## config.mk

```make
export PLATFORM = sky130hd
export DESIGN_NAME = uart_modem_control_loopback
export DESIGN_NICKNAME = d
export VERILOG_FILES = /design/src/design/uart_mcr_pkg.sv /design/src/design/modem_loop_select.sv /design/src/design/uart_modem_control_loopback.sv
export VERILOG_INCLUDE_DIRS = /design/src /design/src/design
export SDC_FILE = /design/constraint.sdc
export NUM_CORES = 1
export LEC_CHECK = 0
export BUFFER_PORTS_ARGS = -buffer_cell sky130_fd_sc_hd__buf_2
export CORE_MARGIN = 2
export CORE_UTILIZATION = 40
export DETAILED_ROUTE_END_ITERATION = 12
export PLACE_DENSITY = 0.75
export SYNTH_ARGS = -nofsm -noshare
export SYNTH_HDL_FRONTEND = slang
export SYNTH_SLANG_ARGS = --single-unit
```

## constraint.sdc

```tcl
create_clock -name core_clk -period 3.3 [get_ports core_clk]
set_clock_uncertainty 0.15 [all_clocks]
set_input_delay 0.66 -clock core_clk [delete_from_list [all_inputs] [get_ports core_clk]]
set_output_delay 0.66 -clock core_clk [all_outputs]
set_load 0.03 [all_outputs]
```

## src/design/uart_mcr_defines.svh

```systemverilog
// Purpose: Offsets, field positions, reset values and widths of the modem control block.
// Assumes: One aligned 32-bit word per register on APB.
// Notes:   Included by the control module and the checker.
//
// How it works
// - Top three control bits are read-only.
// - Loopback feeds transmit into receive, pin high.
// - Loopback ignores the external receive pin.
// - Loopback feeds modem inputs from modem outputs.
// - Looped characters never leave the device.
// - Loopback interrupt gate comes from configuration bit.
// - Loopback bit resets to zero, reads back.
// - Aux output two gates the port interrupt outside loopback.
// - Aux output one drives its pin and loops back to ring indicator.
// - RTS pin is the inverted control bit.
// - DTR pin is the inverted control bit.
`ifndef UART_MCR_DEFINES_SVH
`define UART_MCR_DEFINES_SVH

// ----------------------------------------------------------------
// Register offsets
// ----------------------------------------------------------------
`define MCR_OFF_MODEM_CTRL   12'h000
`define MCR_OFF_PORT_CONFIG  12'h004
`define MCR_OFF_IRQ_ENABLE   12'h008
`define MCR_OFF_MODEM_STATE  12'h00C
`define MCR_ADDR_W           12

// ----------------------------------------------------------------
// Field positions
// ----------------------------------------------------------------
`define MCR_BIT_DTR          0
`define MCR_BIT_RTS          1
`define MCR_BIT_AUX1         2
`define MCR_BIT_AUX2         3
`define MCR_BIT_LOOP         4
`define MCR_RSVD_LSB         5
`define MCR_RSVD_MSB         7
`define CFG_BIT_WRAP_GATE    0

// ----------------------------------------------------------------
// Reset and fixed values
// ----------------------------------------------------------------
`define MCR_CTRL_RESET       5'h00
`define MCR_RSVD_READ        3'h7
`define CFG_RESET            1'h0
`define IRQ_EN_RESET         8'h00

`endif

```

## src/design/uart_mcr_pkg.sv

```systemverilog
// Purpose: Types shared by the modem control block.
// Assumes: The defines header is available on the include path.
// Notes:   Constants live in the header, types live here.
package uart_mcr_pkg;

	// ----------------------------------------------------------------
	// Modem input group, active-low levels as seen on the pins
	// ----------------------------------------------------------------
	typedef struct packed {
		logic dcdN;
		logic riN;
		logic dsrN;
		logic ctsN;
	} modem_lines_t;

	// ----------------------------------------------------------------
	// Writable control bits of modem_output_control
	// ----------------------------------------------------------------
	typedef struct packed {
		logic loopBack;
		logic auxOutputTwo;
		logic auxOutputOne;
		logic rts;
		logic dtr;
	} modem_ctrl_t;

	typedef enum logic [2:0] {
		BUS_IDLE   = 3'b001,
		BUS_ACCESS = 3'b010,
		BUS_DONE   = 3'b100
	} bus_state_t;

endpackage : uart_mcr_pkg

```

## src/design/modem_loop_select.sv

```systemverilog
// Purpose: Registered choice between pin inputs and the internal loop paths.
// Assumes: Pin inputs are synchronous to core_clk.
// Notes:   All outputs are flip-flops, so the loop switch settles in one cycle.
`timescale 1ns/1ps
module modem_loop_select
	import uart_mcr_pkg::*;
(
	// Clock and reset
	input  wire logic         core_clk,
	input  wire logic         rst_b,
	// Mode
	input  wire logic         loopOn,
	// Serial paths
	input  wire logic         serialTxData,
	input  wire logic         rxPin,
	// Modem paths
	input  modem_lines_t      modemPins,
	input  modem_lines_t      modemLoop,
	// Results
	output logic              rxToReceiver,
	output modem_lines_t      modemToStatus
);

	// ----------------------------------------------------------------
	// Receive data path
	// ----------------------------------------------------------------
	always_ff @(posedge core_clk or negedge rst_b) begin
		if (!rst_b) begin
			rxToReceiver <= 1'b1;
		end else if (loopOn) begin
			rxToReceiver <= serialTxData;
		end else begin
			rxToReceiver <= rxPin;
		end
	end

	// ----------------------------------------------------------------
	// Modem input path
	// ----------------------------------------------------------------
	always_ff @(posedge core_clk or negedge rst_b) begin
		if (!rst_b) begin
			modemToStatus <= '1;
		end else if (loopOn) begin
			modemToStatus <= modemLoop;
		end else begin
			modemToStatus <= modemPins;
		end
	end

endmodule : modem_loop_select

```

## src/design/uart_modem_control_loopback.sv

```systemverilog
// Purpose: Modem output control register, loopback test mode and interrupt gate.
// Assumes: APB master per the protocol; all inputs synchronous to core_clk.
// Notes:   The reserved control bits read as ones; see the defines header.
`timescale 1ns/1ps
`include "uart_mcr_defines.svh"
module uart_modem_control_loopback
	import uart_mcr_pkg::*;
#(
	parameter int NUM_IRQ_SRC = 4
)
(
	// Clock and reset
	input  wire logic                    core_clk,
	input  wire logic                    rst_b,
	// APB slave
	input  wire logic                    psel,
	input  wire logic                    penable,
	input  wire logic                    pwrite,
	input  wire logic [`MCR_ADDR_W-1:0]  paddr,
	input  wire logic [31:0]             pwdata,
	input  wire logic [3:0]              pstrb,
	output logic                         pready,
	output logic [31:0]                  prdata,
	output logic                         pslverr,
	// Serial data, internal side
	input  wire logic                    serialTxData,
	output logic                         rxToReceiver,
	// Serial data, pin side
	input  wire logic                    rxPin,
	output logic                         serialTxPin,
	// Modem pins, active low
	output logic                         rtsPinN,
	output logic                         dtrPinN,
	output logic                         auxOnePinN,
	output logic                         auxTwoPinN,
	input  modem_lines_t                 modemPins,
	// Modem inputs toward the status logic
	output modem_lines_t                 modemToStatus,
	// Interrupt
	input  wire logic [NUM_IRQ_SRC-1:0]  irqSources,
	output logic                         portIrq
);

	// ----------------------------------------------------------------
	// Parameter check
	// ----------------------------------------------------------------
	// The enable register is one byte wide, so more sources cannot be gated.
	if (NUM_IRQ_SRC < 1 || NUM_IRQ_SRC > 8) begin : gen_bad_param
		$error("NUM_IRQ_SRC must lie between 1 and 8");
	end

	// The fields must fit the low byte lane, the only lane that is decoded.
	if (`MCR_RSVD_MSB > 7 || `MCR_BIT_LOOP > 7) begin : gen_bad_field
		$error("Control fields must lie within the low byte");
	end

	// Reserved bits start right above the loop bit and span exactly three bits.
	if (`MCR_RSVD_LSB != `MCR_BIT_LOOP + 1) begin : gen_bad_rsvd_lsb
		$error("Reserved field must start above the loop bit");
	end

	if (`MCR_RSVD_MSB - `MCR_RSVD_LSB != 2) begin : gen_bad_rsvd_width
		$error("Reserved field must be three bits wide");
	end

	// ----------------------------------------------------------------
	// Address decode
	// ----------------------------------------------------------------
	function automatic logic [3:0] decodeSel(input logic [`MCR_ADDR_W-1:0] addr);
		logic [3:0] sel;
		sel = 4'h0;
		case (addr)
			`MCR_OFF_MODEM_CTRL:  sel = 4'h1;
			`MCR_OFF_PORT_CONFIG: sel = 4'h2;
			`MCR_OFF_IRQ_ENABLE:  sel = 4'h4;
			`MCR_OFF_MODEM_STATE: sel = 4'h8;
			default:              sel = 4'h0;
		endcase
		return sel;
	endfunction : decodeSel

	// ----------------------------------------------------------------
	// Bus sequencing
	// ----------------------------------------------------------------
	bus_state_t                busState_reg;
	bus_state_t                busState_next;
	logic [3:0]                addrSel;
	logic                      setupPhase;
	logic                      writeStrobe;

	assign addrSel     = decodeSel(paddr);
	assign setupPhase  = psel && !penable;
	// Writes land only in the access cycle that the sequencer is tracking.
	assign writeStrobe = psel && penable && pready && pwrite && pstrb[0] &&
		(busState_reg == BUS_ACCESS);

	always_comb begin
		busState_next = busState_reg;
		case (busState_reg)
			BUS_IDLE: begin
				if (setupPhase) begin
					busState_next = BUS_ACCESS;
				end
			end
			BUS_ACCESS: begin
				busState_next = BUS_DONE;
			end
			BUS_DONE: begin
				if (setupPhase) begin
					busState_next = BUS_ACCESS;
				end else begin
					busState_next = BUS_IDLE;
				end
			end
			default: begin
				busState_next = BUS_IDLE;
			end
		endcase
	end

	always_ff @(posedge core_clk or negedge rst_b) begin
		if (!rst_b) begin
			busState_reg <= BUS_IDLE;
		end else begin
			busState_reg <= busState_next;
		end
	end

	// Ready is raised for the first access cycle only, giving zero wait states.
	always_ff @(posedge core_clk or negedge rst_b) begin
		if (!rst_b) begin
			pready <= 1'b0;
		end else begin
			pready <= setupPhase;
		end
	end

	// An unmapped address answers with an error and leaves every register alone.
	always_ff @(posedge core_clk or negedge rst_b) begin
		if (!rst_b) begin
			pslverr <= 1'b0;
		end else if (setupPhase) begin
			pslverr <= (addrSel == 4'h0);
		end else begin
			pslverr <= 1'b0;
		end
	end

	// ----------------------------------------------------------------
	// Control registers
	// ----------------------------------------------------------------
	// Bits above the loop bit are not stored, so writes to them vanish.
	function automatic modem_ctrl_t ctrlFromWord(input logic [31:0] word);
		modem_ctrl_t c;
		c.loopBack     = word[`MCR_BIT_LOOP];
		c.auxOutputTwo = word[`MCR_BIT_AUX2];
		c.auxOutputOne = word[`MCR_BIT_AUX1];
		c.rts          = word[`MCR_BIT_RTS];
		c.dtr          = word[`MCR_BIT_DTR];
		return c;
	endfunction : ctrlFromWord

	modem_ctrl_t               ctrl_reg;
	logic                      wrapIrqGate_reg;
	logic [7:0]                irqEnable_reg;

	always_ff @(posedge core_clk or negedge rst_b) begin
		if (!rst_b) begin
			ctrl_reg <= `MCR_CTRL_RESET;
		end else if (writeStrobe && addrSel[0]) begin
			ctrl_reg <= ctrlFromWord(pwdata);
		end
	end

	always_ff @(posedge core_clk or negedge rst_b) begin
		if (!rst_b) begin
			wrapIrqGate_reg <= `CFG_RESET;
		end else if (writeStrobe && addrSel[1]) begin
			wrapIrqGate_reg <= pwdata[`CFG_BIT_WRAP_GATE];
		end
	end

	always_ff @(posedge core_clk or negedge rst_b) begin
		if (!rst_b) begin
			irqEnable_reg <= `IRQ_EN_RESET;
		end else if (writeStrobe && addrSel[2]) begin
			irqEnable_reg <= pwdata[7:0];
		end
	end

	// ----------------------------------------------------------------
	// Read data
	// ----------------------------------------------------------------
	logic [7:0]                ctrlReadback;
	logic [7:0]                stateReadback;

	always_comb begin
		ctrlReadback = 8'h00;
		ctrlReadback[`MCR_RSVD_MSB:`MCR_RSVD_LSB] = `MCR_RSVD_READ;
		ctrlReadback[`MCR_BIT_LOOP] = ctrl_reg.loopBack;
		ctrlReadback[`MCR_BIT_AUX2] = ctrl_reg.auxOutputTwo;
		ctrlReadback[`MCR_BIT_AUX1] = ctrl_reg.auxOutputOne;
		ctrlReadback[`MCR_BIT_RTS]  = ctrl_reg.rts;
		ctrlReadback[`MCR_BIT_DTR]  = ctrl_reg.dtr;
	end

	// Modem state shows asserted lines as ones, plus the transmit pin and the port interrupt.
	always_comb begin
		stateReadback    = 8'h00;
		stateReadback[0] = ~modemToStatus.ctsN;
		stateReadback[1] = ~modemToStatus.dsrN;
		stateReadback[2] = ~modemToStatus.riN;
		stateReadback[3] = ~modemToStatus.dcdN;
		stateReadback[4] = serialTxPin;
		stateReadback[5] = portIrq;
	end

	// Read data is taken at setup so that it stands through the access cycle.
	always_ff @(posedge core_clk or negedge rst_b) begin
		if (!rst_b) begin
			prdata <= 32'h0000_0000;
		end else if (setupPhase && !pwrite) begin
			case (addrSel)
				4'h1:    prdata <= {24'h00_0000, ctrlReadback};
				4'h2:    prdata <= {31'h0000_0000, wrapIrqGate_reg};
				4'h4:    prdata <= {24'h00_0000, irqEnable_reg};
				4'h8:    prdata <= {24'h00_0000, stateReadback};
				default: prdata <= 32'h0000_0000;
			endcase
		end
	end

	// ----------------------------------------------------------------
	// Modem output pins
	// ----------------------------------------------------------------
	// The pins are active low: a set control bit pulls its pin down.
	// Pins keep following the control bits in loopback, so the far end sees them.
	always_ff @(posedge core_clk or negedge rst_b) begin
		if (!rst_b) begin
			rtsPinN <= 1'b1;
		end else begin
			rtsPinN <= ~ctrl_reg.rts;
		end
	end

	always_ff @(posedge core_clk or negedge rst_b) begin
		if (!rst_b) begin
			dtrPinN <= 1'b1;
		end else begin
			dtrPinN <= ~ctrl_reg.dtr;
		end
	end

	always_ff @(posedge core_clk or negedge rst_b) begin
		if (!rst_b) begin
			auxOnePinN <= 1'b1;
		end else begin
			auxOnePinN <= ~ctrl_reg.auxOutputOne;
		end
	end

	always_ff @(posedge core_clk or negedge rst_b) begin
		if (!rst_b) begin
			auxTwoPinN <= 1'b1;
		end else begin
			auxTwoPinN <= ~ctrl_reg.auxOutputTwo;
		end
	end

	// ----------------------------------------------------------------
	// Serial transmit pin
	// ----------------------------------------------------------------
	// The pin idles at mark during loopback so the far end sees no traffic.
	always_ff @(posedge core_clk or negedge rst_b) begin
		if (!rst_b) begin
			serialTxPin <= 1'b1;
		end else if (ctrl_reg.loopBack) begin
			serialTxPin <= 1'b1;
		end else begin
			serialTxPin <= serialTxData;
		end
	end

	// ----------------------------------------------------------------
	// Loop paths
	// ----------------------------------------------------------------
	modem_lines_t              modemLoop;

	// Loop levels are taken from the control bits, not the pin flops, so that
	// loopback and pin outputs change on the same edge.
	always_comb begin
		modemLoop.dsrN = ~ctrl_reg.dtr;
		modemLoop.ctsN = ~ctrl_reg.rts;
		modemLoop.riN  = ~ctrl_reg.auxOutputOne;
		modemLoop.dcdN = ~ctrl_reg.auxOutputTwo;
	end

	modem_loop_select u_loop_select (
		.core_clk      (core_clk),
		.rst_b         (rst_b),
		.loopOn        (ctrl_reg.loopBack),
		.serialTxData  (serialTxData),
		.rxPin         (rxPin),
		.modemPins     (modemPins),
		.modemLoop     (modemLoop),
		.rxToReceiver  (rxToReceiver),
		.modemToStatus (modemToStatus)
	);

	// ----------------------------------------------------------------
	// Interrupt gate
	// ----------------------------------------------------------------
	logic                      irqGate;
	logic                      irqAny;
	logic [NUM_IRQ_SRC-1:0]    irqMasked;

	always_comb begin
		if (ctrl_reg.loopBack) begin
			irqGate = wrapIrqGate_reg;
		end else begin
			irqGate = ctrl_reg.auxOutputTwo;
		end
	end

	// One gate per source, so each request is masked by its own enable bit.
	for (genvar i = 0; i < NUM_IRQ_SRC; i++) begin : gen_irq_mask
		assign irqMasked[i] = irqSources[i] && irqEnable_reg[i];
	end

	assign irqAny = |irqMasked;

	// Masking before the gate lets a mode change act on the very next edge.
	always_ff @(posedge core_clk or negedge rst_b) begin
		if (!rst_b) begin
			portIrq <= 1'b0;
		end else begin
			portIrq <= irqAny && irqGate;
		end
	end

endmodule : uart_modem_control_loopback

```

==> impl_metrics.json <==
{
  "grt_max_degree": 39,
  "grt_overflow": 0,
  "critPathRequiredTime_ns": 3.33,
  "fillers": 393,
  "tightest_slew_ns": 0.801,
  "root_buffer": "clkbuf_8",
  "drive_above_1_share": 0.467,
  "cap_viol_max_count": 0,
  "dr_total_vias": 1237,
  "critPathSlowestCell": "or4_1",
  "power_density_mw_per_mm2": 483,
  "setup_viol": 0,
  "cp.arrival_ns": 2.88,
  "fin_cells": 264,
  "cts_max_level": 2,
  "whs_ns": 0.280,
  "fmax_ghz": 0.350,
  "final_net_count": 274,
  "wl_mm": 3.42,
  "cts_buffers": 5,
  "drc": 0,
  "clk_latency_ns": 0.29,
  "fin_crit_sh": 0.866,
  "dpl.hpwl_mm": 2.70,
  "hold_viol": 0,
  "synth_warnings": 0,
  "slew_headroom": 0.466,
  "cts_hold_buf": 0,
  "ir_drop_mv": 0.306,
  "die_area_mm2": 0.00513,
  "ys_types": 35,
  "cts.sinks": 38,
  "num_antenna_cells": 0,
  "drt-vias-per-instance": 4.69,
  "path_max_fanout": 6,
  "synthesis.area_mm2": 0.00183,
  "path_clk_slew_ns": 0.07,
  "multi_input_area_um2": 701,
  "portBuffers": 56,
  "end_kind": "flop",
  "maxSlewViolCount": 0,
  "dpl.cell_count": 256,
  "drt_first_pass_iters": 4,
  "synth_edf_count": 0,
  "core_area_mm2": 0.00438,
  "cp.buffers_inverters": 1,
  "wl_per_cell_um": 13.0,
  "grt_setup_unrepaired": "no",
  "synth-seq-cells": 38,
  "fin_tns_setup_ns": 0,
  "placed_area_mm2": 0.00206,
  "seq_area_um2": 965,
  "cts_setup_buffers": 0,
  "hp-class": "flop to flop",
  "antenna_found_initial": 0,
  "status": "complete, no violations",
  "syn_area_per_cell_um2": 11.9,
  "ios": 108,
  "synth_seq_area_share": 0.527,
  "grt_pass1_vias": 1196,
  "cpMostUsedCell": "or4_4",
  "period_minus_slack_ns": 2.86,
  "crit_path_max_incr_delay_ns": 0.65,
  "netlist_instances": 154,
  "crit_family": "simple AND/OR/NAND/NOR gates",
  "areaGrowthSynthToFinish_pct": 20.4,
  "grt_pass1_wl_mm": 5.62,
  "ant_nets": 0,
  "die_h_um": 71.6,
  "leakagePower_nw": 1.12,
  "start_util": 0.417,
  "cts_tree": "built",
  "die-width_um": 71.6,
  "cp_cell_sequence": "buf_2 > or4_4 > or4_1 > or4_4 > mux2_4",
  "finish.instance_area_mm2": 0.00220,
  "ctsResizeCount": 0,
  "critPathKind": "primary input to flop",
  "drtIter0Drc": 14,
  "async_flop_share": 1.00,
  "gp_congestion": 0.706,
  "rows": 24,
  "grt_use_total": 0.144,
  "synthFlopType": "dfrtp_1",
  "clk_path_buf_depth": 2,
  "start_kind": "primary input"
}
## metal layers
layer	vias up	part of all wire	track usage
li1	591	-	-
met2	66	0.48	0.238
met3	5	0.095	0.0549
met4	0	0.012	0.0503
met1	575	0.41	0.173
met5	-	0	0
## layout by cell type (no fill, tap or decap), drive strengths merged, types with 2 or more instances in the layout
cell type and count:
buf 58, dfrtp 27, clkbuf 6, a22oi 2
o21ai 4, conb 24, o31ai 3, inv 9
a22o 2, nor4 2, mux2 19, bufinv 2
or4 4, o22ai 3, dfstp 11, mux2i 5
nor2 4, nand2 13, a21oi 3, or2 2
## cell usage after synthesis (2+ instances only)
cell,instances,share of area
buf_2,2,0.0055
or2_2,2,0.0068
mux2i_1,5,0.027
a22o_1,2,0.0096
a21oi_1,3,0.0082
nor2_1,4,0.0082
o22ai_1,3,0.010
a22oi_1,2,0.0082
or4_4,2,0.012
dfstp_2,11,0.16
o21ai_0,4,0.011
buf_4,24,0.098
mux2_4,5,0.041
nand2_1,13,0.027
clkbuf_1,3,0.0062
mux2_2,11,0.068
inv_1,9,0.018
mux2_1,3,0.018
o31ai_1,3,0.012
dfrtp_1,27,0.37
or4_1,2,0.0082
## logic make-up after synthesis
logic type / Yosys count / synth area share
buffers and inverters: 40 / 0.137
flip-flops: 38 / 0.527
AND/OR/NAND/NOR: 31 / 0.0992
multiplexers: 25 / 0.167
AO/OA/AOI/OAI: 18 / 0.0629
XOR/XNOR: 1 / 0.00479
other: 1 / 0.00205
## area by class of cell
| type | instances | share of cell area |
|---|---|---|
| Timing Repair Buffer | 58 | 0.134 |
| Clock inverter | 2 | 0.0273 |
| Sequential cell | 38 | 0.438 |
| Clock buffer | 6 | 0.0375 |
| Inverter | 9 | 0.0153 |
| Tap cell | 52 | 0.0295 |
| Multi-Input combinational cell | 99 | 0.318 |
## through the flow
stage	utilization	worst slack, ns	total power [mW]
3_3_place_gp	0.470	0.149	0.594
4_1_cts	0.502	0.433	1.07
3_5_place_dp	0.470	0.128	0.596
2_1_floorplan	-	0.334	0.578
6_report	0.502	0.441	1.06
5_1_grt	0.502	0.420	1.10
## path summary, 6_finish.rpt
path,end,slack [ns],cells past startpoint,startpoint
worst max-delay path,ctrlReadback[3],0.44,5,paddr[7]
worst min-delay path,dtrPinN,0.28,1,ctrlReadback[0]
worst max register to register,ctrlReadback[3],1.14,4,busState_reg[2]
worst min register to register,dtrPinN,0.28,1,ctrlReadback[0]
max in group asynchronous,pready,2.18,1,rst_b
min in group asynchronous,irqEnable_reg[2],0.30,1,rst_b
## report_power, final
group | switching, mW | internal (mW)
combinational | 0.0771 | 0.0282
sequential | 0.00371 | 0.477
clock | 0.155 | 0.322
Note: power is estimated with default switching activity, not from simulation.
